**src/prt_defines.vh**
```
`ifndef PRT_DEFINES_VH
`define PRT_DEFINES_VH

// ----------------------------------------
// Register offsets
// ----------------------------------------
`define PRT_TALLY_STATUS_ADDR 8'h83
`define PRT_TALLY_CONTROL_ADDR 8'h84
`define PRT_KICKS_ADDR 8'h85
`define PRT_SLEEP_ADDR 8'h86
`define PRT_CONV_RESET_ADDR 8'h87
`define PRT_SPREAD_ADDR 8'h88
`define PRT_FREQ_ADDR 8'h8a

// ----------------------------------------
// Reset values
// ----------------------------------------
`define PRT_RESET_BYTE 8'h00
`define PRT_RESET_NIBBLE 4'h0

// ----------------------------------------
// Field positions
// ----------------------------------------
`define PRT_TALLY_MSB 3
`define PRT_WIPE_BIT 4
`define PRT_LIMIT_MSB 3
`define PRT_PULSE_KICK_MSB 3
`define PRT_LEVEL_KICK_LSB 4
`define PRT_LEVEL_KICK_MSB 7
`define PRT_SLEEP_ONE_BIT 0
`define PRT_SLEEP_TWO_BIT 1
`define PRT_SS_EN_BIT 2
`define PRT_SS_DEPTH_MSB 1

// ----------------------------------------
// Encodings
// ----------------------------------------
`define PRT_DEPTH_NONE 2'h0
`define PRT_DEPTH_RESERVED 2'h3
`define PRT_FREQ_2M2 2'h0
`define PRT_FREQ_4M4 2'h1
`define PRT_FREQ_8M8 2'h2

`endif

```
**src/prt_recovery_trigger_regs.v**
```verilog
// Notes on behaviour
// - Read-only 4-bit tally in bits 3:0 counts warm resets, saturating at 15.
// - Writing one to tally_wipe bit 4 zeroes the tally.
// - The wipe bit clears itself and always reads back zero.
// - Writable 4-bit limit, default from NVM; tally reaching a nonzero limit powers down all rails.
// - Writing one to kick bits 0..3 pulses the sequencer trigger, then self-clears.
// - Kick bits 7..4 are plain storage whose levels feed the sequencer.
// - Sleep register bit 1 stands in for the second sleep input level.
// - Sleep register bit 0 stands in for the first sleep input level.
// - Converter reset bits 3..0 drive converter four..one logic resets, NVM defaults.
// - Spread bit 2 enables spread-spectrum modulation, NVM default.
// - Depth 00 none, 01 6.3 percent, 10 8.4 percent, 11 reserved.
// - Frequency field 00 2.2 MHz, 01 4.4 MHz, 10 and 11 8.8 MHz.
`timescale 1ns/100ps
`include "prt_defines.vh"

module prt_recovery_trigger_regs #(
	parameter CONVERTERS = 4
) (
	input wire core_clk,
	input wire reset_n,
	input wire [7:0] regAddr,
	input wire [7:0] regWrData,
	input wire regWrite,
	input wire regRead,
	output reg [7:0] regRdData,
	input wire warmResetEvent,
	input wire nvmLoad,
	input wire [3:0] nvmTallyLimit,
	input wire [3:0] nvmConverterResets,
	input wire nvmSpreadEnable,
	input wire [1:0] nvmSpreadDepth,
	input wire [7:0] nvmFrequency,
	output reg powerDownAll,
	output reg [3:0] sequencerKickPulse,
	output reg [3:0] sequencerKickLevel,
	output reg sleepOneCopy,
	output reg sleepTwoCopy,
	output reg [3:0] converterLogicReset,
	output reg spreadEnable,
	output reg [1:0] spreadDepth,
	output reg [2*CONVERTERS-1:0] converterFrequency
);

	// ----------------------------------------
	// Reset release
	// ----------------------------------------
	reg resetSyncA;
	reg resetSync;

	always @(posedge core_clk or negedge reset_n) begin
		if (!reset_n) begin
			resetSyncA <= 1'b0;
			resetSync <= 1'b0;
		end else begin
			resetSyncA <= 1'b1;
			resetSync <= resetSyncA;
		end
	end

	// ----------------------------------------
	// Decode helpers
	// ----------------------------------------
	function [1:0] freqClass;
		input [1:0] code;
		begin
			if (code == `PRT_FREQ_2M2)
				freqClass = `PRT_FREQ_2M2;
			else if (code == `PRT_FREQ_4M4)
				freqClass = `PRT_FREQ_4M4;
			else
				freqClass = `PRT_FREQ_8M8;
		end
	endfunction

	function [1:0] depthUsed;
		input [1:0] code;
		begin
			if (code == `PRT_DEPTH_RESERVED)
				depthUsed = `PRT_DEPTH_NONE;
			else
				depthUsed = code;
		end
	endfunction

	// ----------------------------------------
	// Register state
	// ----------------------------------------
	reg [3:0] tally;
	reg [3:0] tallyLimit;
	reg [3:0] levelKicks;
	reg [1:0] sleepCopies;
	reg [3:0] convResets;
	reg ssEnable;
	reg [1:0] ssDepth;
	reg [7:0] freqSelect;
	reg [3:0] next_tally;

	wire wrCtl = regWrite && (regAddr == `PRT_TALLY_CONTROL_ADDR);
	wire wrKick = regWrite && (regAddr == `PRT_KICKS_ADDR);
	wire wrSleep = regWrite && (regAddr == `PRT_SLEEP_ADDR);
	wire wrConv = regWrite && (regAddr == `PRT_CONV_RESET_ADDR);
	wire wrSpread = regWrite && (regAddr == `PRT_SPREAD_ADDR);
	wire wrFreq = regWrite && (regAddr == `PRT_FREQ_ADDR);

	// The tally saturates at its top value rather than wrapping
	// Wipe first, then the event counts, so a coincident warm reset is kept
	always @* begin
		next_tally = tally;
		if (wrCtl && regWrData[`PRT_WIPE_BIT])
			next_tally = `PRT_RESET_NIBBLE;
		if (warmResetEvent && next_tally != 4'hf)
			next_tally = next_tally + 4'h1;
	end

	always @(posedge core_clk or negedge resetSync) begin
		if (!resetSync) begin
			tally <= `PRT_RESET_NIBBLE;
			tallyLimit <= `PRT_RESET_NIBBLE;
			levelKicks <= `PRT_RESET_NIBBLE;
			sleepCopies <= 2'h0;
			convResets <= `PRT_RESET_NIBBLE;
			ssEnable <= 1'b0;
			ssDepth <= 2'h0;
			freqSelect <= `PRT_RESET_BYTE;
		end else begin
			tally <= next_tally;
			// Pulse kick bits are not stored; only the level bits are
			if (wrKick)
				levelKicks <= regWrData[`PRT_LEVEL_KICK_MSB:`PRT_LEVEL_KICK_LSB];
			if (wrSleep)
				sleepCopies <= regWrData[`PRT_SLEEP_TWO_BIT:`PRT_SLEEP_ONE_BIT];
			// A default load wins over a coincident software write
			if (nvmLoad) begin
				tallyLimit <= nvmTallyLimit;
				convResets <= nvmConverterResets;
				ssEnable <= nvmSpreadEnable;
				ssDepth <= nvmSpreadDepth;
				freqSelect <= nvmFrequency;
			end else begin
				if (wrCtl)
					tallyLimit <= regWrData[`PRT_LIMIT_MSB:0];
				if (wrConv)
					convResets <= regWrData[3:0];
				if (wrSpread) begin
					ssEnable <= regWrData[`PRT_SS_EN_BIT];
					ssDepth <= regWrData[`PRT_SS_DEPTH_MSB:0];
				end
				if (wrFreq)
					freqSelect <= regWrData;
			end
		end
	end

	// ----------------------------------------
	// Read path
	// ----------------------------------------
	always @(posedge core_clk or negedge resetSync) begin
		if (!resetSync) begin
			regRdData <= `PRT_RESET_BYTE;
		end else if (regRead) begin
			if (regAddr == `PRT_TALLY_STATUS_ADDR)
				regRdData <= {4'h0, tally};
			else if (regAddr == `PRT_TALLY_CONTROL_ADDR)
				regRdData <= {4'h0, tallyLimit};
			else if (regAddr == `PRT_KICKS_ADDR)
				// Self-clearing kick bits always read back as zero
				regRdData <= {levelKicks, `PRT_RESET_NIBBLE};
			else if (regAddr == `PRT_SLEEP_ADDR)
				regRdData <= {6'h00, sleepCopies};
			else if (regAddr == `PRT_CONV_RESET_ADDR)
				regRdData <= {4'h0, convResets};
			else if (regAddr == `PRT_SPREAD_ADDR)
				regRdData <= {5'h00, ssEnable, ssDepth};
			else if (regAddr == `PRT_FREQ_ADDR)
				regRdData <= freqSelect;
			else
				regRdData <= `PRT_RESET_BYTE;
		end
	end

	// ----------------------------------------
	// Outputs
	// ----------------------------------------
	always @(posedge core_clk or negedge resetSync) begin
		if (!resetSync) begin
			powerDownAll <= 1'b0;
			sequencerKickPulse <= `PRT_RESET_NIBBLE;
			sequencerKickLevel <= `PRT_RESET_NIBBLE;
			sleepOneCopy <= 1'b0;
			sleepTwoCopy <= 1'b0;
			converterLogicReset <= `PRT_RESET_NIBBLE;
			spreadEnable <= 1'b0;
			spreadDepth <= 2'h0;
		end else begin
			// A zero limit means no power-down threshold
			powerDownAll <= (tallyLimit != 4'h0) && (tally >= tallyLimit);
			// One-cycle kick pulse straight from the write strobe
			sequencerKickPulse <= wrKick ? regWrData[`PRT_PULSE_KICK_MSB:0] : 4'h0;
			sequencerKickLevel <= levelKicks;
			sleepOneCopy <= sleepCopies[0];
			sleepTwoCopy <= sleepCopies[1];
			converterLogicReset <= convResets;
			spreadEnable <= ssEnable;
			spreadDepth <= ssEnable ? depthUsed(ssDepth) : `PRT_DEPTH_NONE;
		end
	end

	genvar c;
	generate
		for (c = 0; c < CONVERTERS; c = c + 1) begin : gFreq
			always @(posedge core_clk or negedge resetSync) begin
				if (!resetSync)
					converterFrequency[2*c+1:2*c] <= `PRT_FREQ_2M2;
				else
					converterFrequency[2*c+1:2*c] <= freqClass(freqSelect[2*c+1:2*c]);
			end
		end
	endgenerate

endmodule // prt_recovery_trigger_regs

```
**config.mk**
```make
export PLATFORM = sky130hd
export DESIGN_NAME = prt_recovery_trigger_regs
export DESIGN_NICKNAME = d
export VERILOG_FILES = /design/src/prt_recovery_trigger_regs.v
export VERILOG_INCLUDE_DIRS = /design/src
export SDC_FILE = /design/constraint.sdc
export NUM_CORES = 1
export LEC_CHECK = 0
export BUFFER_PORTS_ARGS = -buffer_cell sky130_fd_sc_hd__buf_2
export CAP_MARGIN = 20
export CORE_MARGIN = 10
export CORE_UTILIZATION = 40
export DETAILED_ROUTE_END_ITERATION = 7
export PLACE_DENSITY = 0.68
export SETUP_SLACK_MARGIN = 0.4
export SYNTH_ARGS = -nofsm -noshare
export SYNTH_HDL_FRONTEND = slang
export SYNTH_SLANG_ARGS = --single-unit
```
**constraint.sdc**
```tcl
create_clock -name core_clk -period 1.95 [get_ports core_clk]
set_input_delay 0.0975 -clock core_clk [delete_from_list [all_inputs] [get_ports core_clk]]
set_output_delay 0.0975 -clock core_clk [all_outputs]
set_load 0.02 [all_outputs]
```
Word level (Yosys, flattened, before mapping)
Index checks and enable logic that the tools add are counted.
{"block": "word_totals", "input_bits": 41, "elab_cells": 86, "reg_bits": 65, "out_inout_bits": 34}
{"block": "classes", "magnitude_cmp": 1, "n_addsub": 1, "eq_ne": 13, "mux": 30, "n_reduce_logical": 18}
{"operator": "8-bit 2-to-1 mux", "count": 9}
{"operator": "8-bit == test (second input constant)", "count": 7}
{"operator": "4-bit 2-to-1 mux", "count": 7}
{"operator": "2-bit 2-to-1 mux", "count": 12}
{"operator": "1-bit logical AND", "count": 9}
{"operator": "2-bit by 1-bit == test with 1-bit output (second input constant)", "count": 4}
{"operator": "2-bit logical NOT", "count": 4}
{"operator": "2-bit nonzero test", "count": 4}
{"operator": "4-bit by 1-bit adder with 4-bit output (second input constant)", "count": 1}
{"operator": "4-bit greater-or-equal comparator", "count": 1}
{"operator": "4-bit inequality test (second input constant)", "count": 1}
{"operator": "4-bit nonzero test", "count": 1}
{"operator": "2-bit == test (second input constant)", "count": 1}
{"operator": "1-bit 2-to-1 mux", "count": 2}

Logic depth before layout (Yosys ltp)
Gate-level depths: netlist of the first run.
{"block": "logic_depth", "depth_word": 8, "mapped_depth": 10, "ltp_nobuf": 8}

Least setup slack after synthesis of the first run
Ideal clock, no wire load.
{"block": "synth_path", "kind": "input to register", "startpoint": "input regAddr[3]", "endpoint": "register tally[0]", "required_time_ps": 1826, "setup_time_ps": 124, "n_path_buf": 2, "stages": 10, "arrival_time_ps": 1641, "path_slack_ps": 184, "path_cell_list": "buf_4 nor4b_2 and3_1 buf_2 a21oi_1 ha_1 nand3_1 nand3_1 o21ai_0 a2bb2oi_1"}
{"block": "synth_via", "elab_chain_cells": 7, "word_cells_on_any_way": 8, "cone_classes": "1 x add/sub; 2 x eq/ne; 2 x mux; 3 x reduce/logical"}
{"element": "start, declared", "line_no": "prt_recovery_trigger_regs.v:22", "text": "input wire [7:0] regAddr,"}
{"element": "8-bit == test (no source line) (*)"}
{"element": "1-bit logical AND (*)", "line_no": "prt_recovery_trigger_regs.v:99", "text": "wire wrCtl = regWrite && (regAddr == `PRT_TALLY_CONTROL_ADDR);"}
{"element": "1-bit logical AND (*)", "line_no": "prt_recovery_trigger_regs.v:110", "text": "if (wrCtl && regWrData[`PRT_WIPE_BIT])"}
{"element": "4-bit 2-to-1 mux (*)", "line_no": "prt_recovery_trigger_regs.v:110"}
{"element": "parallel branches: the longest is 2 deep, another holds 4-bit by 1-bit adder with 4-bit output"}
{"element": "4-bit 2-to-1 mux (*)", "line_no": "prt_recovery_trigger_regs.v:112", "text": "if (warmResetEvent && next_tally != 4'hf)"}
{"element": "net next_tally[0]", "line_no": "prt_recovery_trigger_regs.v:97", "text": "reg [3:0] next_tally;"}
{"element": "end signal, assigned", "line_no": "prt_recovery_trigger_regs.v:118", "text": "tally <= `PRT_RESET_NIBBLE;"}
{"element": "end signal, assigned", "line_no": "prt_recovery_trigger_regs.v:127", "text": "tally <= next_tally;"}
{"element": "end, declared", "line_no": "prt_recovery_trigger_regs.v:89", "text": "reg [3:0] tally;"}
Mark *: on every way through the listed nets, which the timed path passes.
A chain may end at the register's enable or synchronous reset.

Worst setup path after layout of the first run
{"block": "layout_path", "startpoint": "register tally[0]", "endpoint": "register powerDownAll"}
{"block": "layout_via", "elab_chain_cells": 2}
{"element": "4-bit greater-or-equal comparator", "line_no": "prt_recovery_trigger_regs.v:197", "text": "powerDownAll <= (tallyLimit != 4'h0) && (tally >= tallyLimit);"}
{"element": "1-bit logical AND", "line_no": "prt_recovery_trigger_regs.v:197"}
{"element": "end signal, assigned", "line_no": "prt_recovery_trigger_regs.v:197"}
{"element": "end, declared", "line_no": "prt_recovery_trigger_regs.v:34", "text": "output reg powerDownAll,"}
Every way passes these cells.

==> impl_metrics.csv, run 1 <==
group,metric,value,unit
global_routing,antenna_found_initial,0,
worst_hold_path,worstHoldPathType,"in -> async",
global_routing,grtUsageTotal,0.144,
clocking,numCtsBuffers,9,
placed_design,dp_slack,151,ps
critical_path,path_buf_inv,1,
detailed_routing,wl,7930,microns
die,dieArea,0.0114,sq mm
critical_path,crit_path_max_fanout,3,
clocking,tritoncts,"built",
critical_path,cp_num_cells,6,
critical_path,crit_path_max_incr_delay,380,ps
timing,period_share,0.757,
timing,final_max_slew_viol_count,0,
detailed_routing,dr.first_iter.drc_count,130,
clocking,clockBufferDepth,2,
power_and_ir_drop,leakage,1.84,nW
yosys,syn_inst,267,
timing,fmax,0.678,GHz
yosys,ys_seq_elements,65,
critical_path,timing.rr.start,"tally[0]$_DFF_PN0_",
clocking,root_buffer,"clkbuf_8",
die,start_util,0.413,
die,die_x,107,microns
detailed_routing,met2_length,3640,microns
critical_path,regToRegSetupSlack,470,ps
global_routing,grt_pass1_wl,13000,microns
yosys,synth_cell_type_count,59,
detailed_routing,detail-route-antenna-nets,0,
detailed_routing,firstDrtPassIters,4,
yosys,synth_edf_count,0,
critical_path,crit_required,2170,ps
critical_path,worstReg2RegEnd,"powerDownAll$_DFF_PN0_",
die,core,0.00729,sq mm
yosys,avgSynthCellArea,11.3,sq um
placed_design,port_buffers,74,
power_and_ir_drop,power_density,860,mW/mm^2
yosys,synth_mux_area_frac,0.0926,
final_layout,antenna_cells,0,
yosys,ys.flop_type,"dfrtp_1",
yosys,yosys.area_share.adder,0.0208,
timing,worst_pin_slew,541,ps
placed_design,hpwlAfterDp,5870,microns
die,die_h,107,microns
final_layout,n_fill_cell,682,
critical_path,critPathCaptureType,"register",
clocking,h-tree-depth,3,
power_and_ir_drop,vdd_drop_max,0.556,mV
timing,period_needed,1480,ps
detailed_routing,avgViaCountPerCell,5.09,
yosys,ys_warn_count,0,
timing,fin_skew,7.80,ps
yosys,async_flop_share,1.00,
detailed_routing,routedWlPerCell,17.1,microns
timing,fin_tns_setup,0,ps
yosys,synth_compound_area_frac,0.116,
placed_design,globalplace.congestion,0.869,
job,drv_cap,0,
final_layout,reg.largest.list,"converterFrequency x8, freqSelect x8, regRdData x8",
run_status,status,"complete, no violations",
global_routing,grt_overflow,0,
clocking,cts_sinks,65,
power_and_ir_drop,finalPower,3.31,mW
global_routing,grt_pass1_vias,2521,
timing,rsz0062_at_grt,"false",
yosys,synth_top_family_by_area,"simple AND/OR/NAND/NOR gates",
detailed_routing,m1WireLength,3410,microns
detailed_routing,wl_met3,775,microns
die,ios,75,
global_routing,grt_max_degree,32,
critical_path,cp.arrival,1700,ps
critical_path,path_cells,"inv_2 -> ha_1 -> nand2b_1 -> a21o_1 -> a211oi_2 -> nor3_1",
clocking,clk_pin_slew_worst_paths,80,ps
final_layout,multi_input_area,0.00125,sq mm
yosys,syn_area,0.00301,sq mm
critical_path,startpoint,"tally[0]$_DFF_PN0_",
final_layout,seq_area,0.00163,sq mm
detailed_routing,vias,2358,
critical_path,crit_family,"compound AO/OA/AOI/OAI gates",
timing,maxSlewHeadroom,0.638,
yosys,synth_xor_area_frac,0,
critical_path,critPathSlowestCell,"dfrtp_1",
critical_path,crit_end,"powerDownAll$_DFF_PN0_",
timing,setup_viol,0,
yosys,synth_simple_gate_area_frac,0.173,
critical_path,r2r_cells,6,
critical_path,worstSetupPathType,"reg -> reg",
clocking,clock_latency,340,ps
final_layout,final_util,0.527,
final_layout,layout-area-overhead-vs-synth,27.5,%
yosys,synth_sequential_area_ratio,0.540,
final_layout,finalNetCount,405,
timing,hold_viol,0,
timing,fin_ws,475,ps
critical_path,cp-start-kind,"register",
die,rows,31,
final_layout,layout-drive-gt1-share,0.346,
yosys,synth_nets,313,
detailed_routing,drc,0,
detailed_routing,top_layer,"met4",
## cells by family (layout without fill, tap and decap cells)
family | Yosys count | count (layout)
AND/OR/NAND/NOR | 87 | 87
flip-flops | 65 | 65
other | 1 | 1
AO/OA/AOI/OAI | 52 | 52
buffers and inverters | 30 | 127
adder cells (fa/ha/maj) | 5 | 5
multiplexers | 27 | 27
## what timing repair did
| action | in CTS | in global routing |
|---|---|---|
| endpoints found under the setup margin | 1 | 2 |
| hold endpoints to repair | 17 | 0 |
| pin swaps | 0 | 1 |
| buffers inserted | 1 | 1 |
| hold buffers | 16 | 0 |
| resized for setup | 0 | 4 |
## where the power goes
part / switching (mW) / internal [mW] / leakage, nW / total (mW)
combinational: 0.366 / 0.305 / 0.925 / 0.671
clock: 0.555 / 0.468 / 0.0822 / 1.02
sequential: 0.130 / 1.48 / 0.833 / 1.61
total: 1.05 / 2.25 / 1.84 / 3.31
## worst min-delay path by stage
stage / startpoint / end / slack (ps) / cells past startpoint
final: reset_n / resetSync$_DFF_PN0_ / 50 / 2
after global routing: regWrData[4] / tally[3]$_DFF_PN0_ / 40 / 2
after CTS: reset_n / resetSync$_DFF_PN0_ / 30 / 2
after detailed placement: reset_n / resetSyncA$_DFF_PN0_ / -110 / 1
after global placement: reset_n / resetSyncA$_DFF_PN0_ / -120 / 1
after floorplan: reset_n / resetSync$_DFF_PN0_ / -200 / 0
## cells in the final DEF (no fill, tap or decap), types with 3 or more instances in the layout
master         count
nand4_1            5
nor3b_4            3
nand3_1            4
dfrtp_1           64
nor2b_1            7
inv_1              9
o21ai_0           16
a222oi_1           3
ha_1               4
clkinvlp_4         4
nand2_1           27
mux2_2             7
o22ai_1            5
a21oi_1            3
and3_1             5
buf_4              9
buf_2             74
clkbuf_8           9
nor2_1            12
a22oi_1            4
dlygate4sd3_1     16
mux2i_1           20
o21ai_1            4
## stage by stage
stage,cell area [sq um],std cells,hold slack (ps)
floorplan,3060,267,-198
global placement,3480,429,-116
detailed placement,3480,429,-113
CTS,3820,462,29.3
global route,3840,463,35.4
finish,3840,463,49.1
## cells in the mapped netlist (all sizes together), types with 6 or more instances
library cell,number,area share
mux2,7,0.026
nor2,12,0.015
mux2i,20,0.066
o21ai,20,0.033
and3,6,0.012
nor2b,7,0.015
nand2,27,0.034
inv,10,0.012
clkbuf,10,0.020
dfrtp,65,0.54
buf,7,0.016
## cell type report
type,instances,area share
Inverter,11,0.0117
Sequential cell,65,0.424
Timing Repair Buffer,100,0.161
Clock buffer,9,0.0322
Tap cell,99,0.0322
Clock inverter,7,0.0140
Multi-Input combinational cell,172,0.326
## layer usage
| layer | vias to the layer above | global-route usage |
|---|---|---|
| li1 | 1134 | - |
| met5 | - | 0 |
| met1 | 1113 | 0.171 |
| met2 | 103 | 0.218 |
| met3 | 8 | 0.0647 |
| met4 | 0 | 0.0667 |
Power figures use the tool's default switching activity.
==> inputs of run 2 (changes only) <==
PLACE_DENSITY = 0.66   (was 0.68)
clock period = 1.41 ns   (was 1.95 ns; I/O delays follow)
==> impl_metrics.csv, run 2 (synthesis gave the netlist of run 1 again) <==
group,metric,value,unit
critical_path,critPathSlowestCell,"dfrtp_1",
clocking,clock_latency,350,ps
critical_path,r2r_cells,5,
critical_path,crit_required,1640,ps
critical_path,cp_num_cells,5,
final_layout,final_common_cell,"buf_2",
timing,period_needed,1350,ps
critical_path,cp.arrival,1580,ps
critical_path,regToRegSetupSlack,60,ps
worst_hold_path,worstHoldPathType,"in -> reg",
timing,final_max_slew_viol_count,0,
detailed_routing,routedWlPerCell,16.8,microns
critical_path,path_buf_inv,0,
power_and_ir_drop,finalPower,5.18,mW
detailed_routing,avgViaCountPerCell,5.00,
timing,rsz0062_at_grt,"true",
placed_design,dp_slack,-189,ps
timing,timing.hold.ws,27.5,ps
job,drv_cap,0,
critical_path,critPathCaptureType,"register",
die,dieArea,0.0114,sq mm
die,start_util,0.413,
die,core,0.00729,sq mm
final_layout,final_area,0.00431,sq mm
die,rows,31,
critical_path,crit_family,"flip-flops",
timing,period_share,0.958,
timing,hold_viol,0,
placed_design,hpwlAfterDp,5980,microns
critical_path,crit_end,"powerDownAll$_DFF_PN0_",
critical_path,crit_path_max_incr_delay,400,ps
placed_design,port_buffers,74,
clocking,tritoncts,"built",
run_status,status,"complete, no violations",
global_routing,grt_pass1_wl,13400,microns
global_routing,grtUsageTotal,0.146,
detailed_routing,vias,2481,
die,ios,75,
critical_path,cp-start-kind,"register",
detailed_routing,firstDrtPassIters,4,
detailed_routing,detail-route-antenna-nets,0,
critical_path,path_cells,"ha_1 -> nand2b_4 -> a21o_1 -> a211oi_2 -> nor3_2",
detailed_routing,drc,0,
global_routing,grt_pass1_vias,2621,
final_layout,layout-drive-gt1-share,0.433,
clocking,cts_sinks,65,
die,die_x,107,microns
critical_path,crit_path_max_fanout,2,
timing,fin_ws,59.5,ps
global_routing,antenna_found_initial,0,
clocking,h-tree-depth,3,
final_layout,layout_common_cells,"buf_2, dfrtp_1, buf_4",
critical_path,startpoint,"tallyLimit[0]$_DFFE_PN0P_",
global_routing,grt_max_degree,50,
detailed_routing,dr.first_iter.drc_count,146,
placed_design,globalplace.congestion,0.841,
timing,setup_viol,0,
die,die_h,107,microns
critical_path,worstSetupPathType,"reg -> reg",
clocking,numCtsBuffers,9,
timing,fmax,0.740,GHz
power_and_ir_drop,leakage,2.08,nW
clocking,clk_pin_slew_worst_paths,80,ps
global_routing,grt_overflow,0,
timing,fin_skew,11.9,ps
clocking,root_buffer,"clkbuf_8",
worst_hold_path,holdPathStages,3,
final_layout,layout-area-overhead-vs-synth,43.1,%
critical_path,timing.rr.start,"tallyLimit[0]$_DFFE_PN0P_",
final_layout,antenna_cells,0,
power_and_ir_drop,vdd_drop_max,0.824,mV
critical_path,worstReg2RegEnd,"powerDownAll$_DFF_PN0_",
clocking,clockBufferDepth,2,
final_layout,reg.largest.list,"converterFrequency x8, freqSelect x8, regRdData x8",
final_layout,finalNetCount,439,
detailed_routing,wl,8350,microns
power_and_ir_drop,power_density,1200,mW/mm^2
placed_design,dpl-instance-area,0.00369,sq mm
==> run 2: worst min path at each step <==
stage | startpoint | slack (ps) | endpoint
CTS | warmResetEvent | 10 | tally[1]$_DFF_PN0_
detailed placement | reset_n | -140 | resetSyncA$_DFF_PN0_
floorplan | reset_n | -230 | resetSyncA$_DFF_PN0_
finish | nvmFrequency[0] | 30 | freqSelect[0]$_DFFE_PN0P_
global placement | reset_n | -140 | resetSyncA$_DFF_PN0_
global route | nvmFrequency[1] | 40 | freqSelect[1]$_DFFE_PN0P_
==> run 2: repair_timing <==
| item | CTS | global route |
|---|---|---|
| endpoints found under the hold margin | 18 | 0 |
| hold buffers | 17 | 0 |
| resized for setup | 23 | 20 |
| gates cloned | 0 | 0 |
| pin swaps | 16 | 16 |
| setup buffers | 4 | 7 |
| setup endpoints to repair | 26 | 30 |
==> run 2: cell type report <==
cell class | count | area, sq um
fillers | 623 | 2980
flip-flops and latches | 65 | 1630
multi-input cells | 172 | 1380
repair buffers | 134 | 946
clock buffers | 12 | 155
well taps | 99 | 124
inverters | 11 | 41.3
clock inverters | 3 | 40.0
==> run 2: where the power goes <==
group | internal, mW | switching (mW) | leakage [nW]
registers | 2.05 | 0.185 | 0.833
logic | 0.700 | 0.633 | 1.15
clock network | 0.898 | 0.709 | 0.102
total | 3.65 | 1.53 | 2.08
==> run 2: per-stage QoR <==
step | utilization | setup TNS, ps | std cells
floorplan | - | -445 | 267
global placement | 0.506 | -712 | 453
detailed placement | 0.506 | -1190 | 453
CTS | 0.573 | 0 | 489
global route | 0.591 | -11.9 | 496
finish | 0.591 | 0 | 496
==> run 2: worst register-to-register path: stages, from the launching register on <==
cell and delay [ps]:
dfrtp_1 400, ha_1 300, nand2b_4 130, a21o_1 160, a211oi_2 200, nor3_2 60
==> run 2: per-layer routing <==
layer	vias up	global-route usage	wire, microns
li1	1208	-	-
met1	1195	0.176	3620
met2	67	0.241	4100
met3	11	0.0461	537
met4	0	0.0522	93
met5	-	0	0
==> inputs of run 3 (changes only) <==
CORE_MARGIN = 4   (was 10)
CORE_UTILIZATION = 50   (was 40)
GPL_TIMING_DRIVEN = 0   (was default)
PLACE_DENSITY = 0.79   (was 0.66)
==> impl_metrics.csv, run 3 (synthesis gave the netlist of run 1 again) <==
group,metric,value,unit
detailed_routing,avgViaCountPerCell,5.56,
job,drv_cap,0,
detailed_routing,firstDrtPassIters,6,
detailed_routing,routedWlPerCell,18.0,microns
global_routing,grt_overflow,0,
critical_path,path_buf_inv,0,
timing,hold_viol,0,
die,rows,28,
power_and_ir_drop,power_density,1150,mW/mm^2
die,die_h,85.6,microns
timing,fmax,0.698,GHz
die,die_x,85.6,microns
final_layout,multi_input_area,0.00141,sq mm
critical_path,critPathCaptureType,"register",
timing,fin_ws,-23.2,ps
clocking,clock_latency,350,ps
power_and_ir_drop,vdd_drop_max,0.838,mV
clocking,cts_sinks,65,
global_routing,antenna_found_initial,0,
timing,final_max_slew_viol_count,0,
final_layout,antenna_cells,0,
critical_path,crit_family,"compound AO/OA/AOI/OAI gates",
timing,fin_skew,9.40,ps
detailed_routing,wl,8550,microns
critical_path,worstSetupPathType,"reg -> reg",
final_layout,n_fill_cell,385,
worst_hold_path,holdPathStages,3,
critical_path,crit_path_max_incr_delay,550,ps
clocking,clk_pin_slew_worst_paths,80,ps
critical_path,crit_required,1630,ps
clocking,root_buffer,"clkbuf_8",
placed_design,globalplace.congestion,0.842,
critical_path,critPathSlowestCell,"a222oi_1",
clocking,clockBufferDepth,2,
timing,period_needed,1430,ps
final_layout,layout-drive-gt1-share,0.431,
power_and_ir_drop,leakage,2.13,nW
final_layout,layout_common_cells,"dfrtp_1, buf_2, nand2_1",
clocking,numCtsBuffers,9,
detailed_routing,detail-route-antenna-nets,0,
critical_path,cp-start-kind,"register",
placed_design,port_buffers,70,
timing,maxSlewHeadroom,0.602,
detailed_routing,dr.first_iter.drc_count,122,
worst_hold_path,worstHoldPathType,"in -> reg",
timing,fin_tns_setup,-23.2,ps
clocking,tritoncts,"built",
run_status,violations,"negative setup slack",
final_layout,finalNetCount,442,
global_routing,grt_pass1_wl,12800,microns
critical_path,path_cells,"or2b_4 -> a222oi_1 -> o41ai_2",
final_layout,seq_area,0.00163,sq mm
final_layout,layout-area-overhead-vs-synth,47.2,%
global_routing,grtUsageTotal,0.231,
placed_design,hpwlAfterDp,5240,microns
clocking,h-tree-depth,3,
critical_path,crit_path_max_fanout,2,
critical_path,r2r_cells,3,
run_status,status,"finished, violations left",
timing,rsz0062_at_grt,"true",
timing,worst_pin_slew,597,ps
timing,setup_viol,1,
die,dieArea,0.00733,sq mm
die,ios,75,
global_routing,grt_max_degree,64,
final_layout,final_util,0.754,
timing,period_share,1.02,
detailed_routing,drc,0,
critical_path,cp_num_cells,3,
critical_path,cp.arrival,1650,ps
final_layout,reg.largest.list,"converterFrequency x8, freqSelect x8, regRdData x8",
die,start_util,0.512,
global_routing,grt_pass1_vias,2692,
die,core,0.00589,sq mm
final_layout,final_common_cell,"dfrtp_1",
detailed_routing,vias,2648,
-- run 3: worst reg2reg max path, stage by stage (launching register included) --
cell and delay (ps):
dfrtp_1 380, or2b_4 240, a222oi_1 550, o41ai_2 130
-- run 3: per-stage QoR --
| stage | hold slack (ps) | setup WS [ps] | cell area (sq um) | std cells | power, mW |
|---|---|---|---|---|---|
| 3_5_place_dp | -143 | -416 | 3580 | 412 | 3.13 |
| 4_1_cts | 10.0 | 73.4 | 4220 | 468 | 4.97 |
| 2_1_floorplan | -225 | -112 | 3130 | 267 | 2.84 |
| 3_3_place_gp | -144 | -355 | 3580 | 412 | 3.10 |
| 5_1_grt | 24.3 | -79.7 | 4440 | 476 | 5.38 |
| 6_report | 23.6 | -23.2 | 4440 | 476 | 5.12 |
-- run 3: cell type report --
class                           count  area share
Clock inverter                      7      0.0158
Sequential cell                    65       0.367
Tap cell                           75      0.0211
Buffer                             19      0.0454
Multi-Input combinational cell    172       0.319
Clock buffer                        9      0.0279
Timing Repair Buffer              118       0.194
Inverter                           11     0.00959
-- run 3: path summary, 6_finish.rpt --
path | start | endpoint | slack [ps]
setup / recovery | convResets[0]$_DFFE_PN0P_ | regRdData[0]$_DFFE_PN0P_ | -20
hold / removal | nvmFrequency[4] | freqSelect[4]$_DFFE_PN0P_ | 20
setup reg to reg | convResets[0]$_DFFE_PN0P_ | regRdData[0]$_DFFE_PN0P_ | -20
hold reg to reg | resetSync$_DFF_PN0_ | ssEnable$_DFFE_PN0P_ | 290
max in group asynchronous | resetSync$_DFF_PN0_ | converterFrequency[3]$_DFF_PN0_ | 610
min in group asynchronous | reset_n | resetSync$_DFF_PN0_ | 30
-- run 3: repair_timing --
item                                    in CTS  in global routing
endpoints found under the setup margin      32                 97
pin swaps                                   19                 14
cloned                                       0                  1
hold buffers                                17                  0
endpoints found under the hold margin       18                  0
setup buffers                               23                  7
gates resized for setup                     21                 39
-- run 3: power by group --
group / total, mW / switching [mW] / internal (mW)
Sequential: 2.25 / 0.204 / 2.05
Combinational: 1.30 / 0.620 / 0.677
Clock: 1.57 / 0.759 / 0.815
-- run 3: routing by layer --
| metal | GRT usage | share of wire |
|---|---|---|
| met5 | 0 | 0 |
| met4 | 0.131 | 0.032 |
| met3 | 0.0720 | 0.061 |
| met2 | 0.372 | 0.51 |
| met1 | 0.273 | 0.40 |
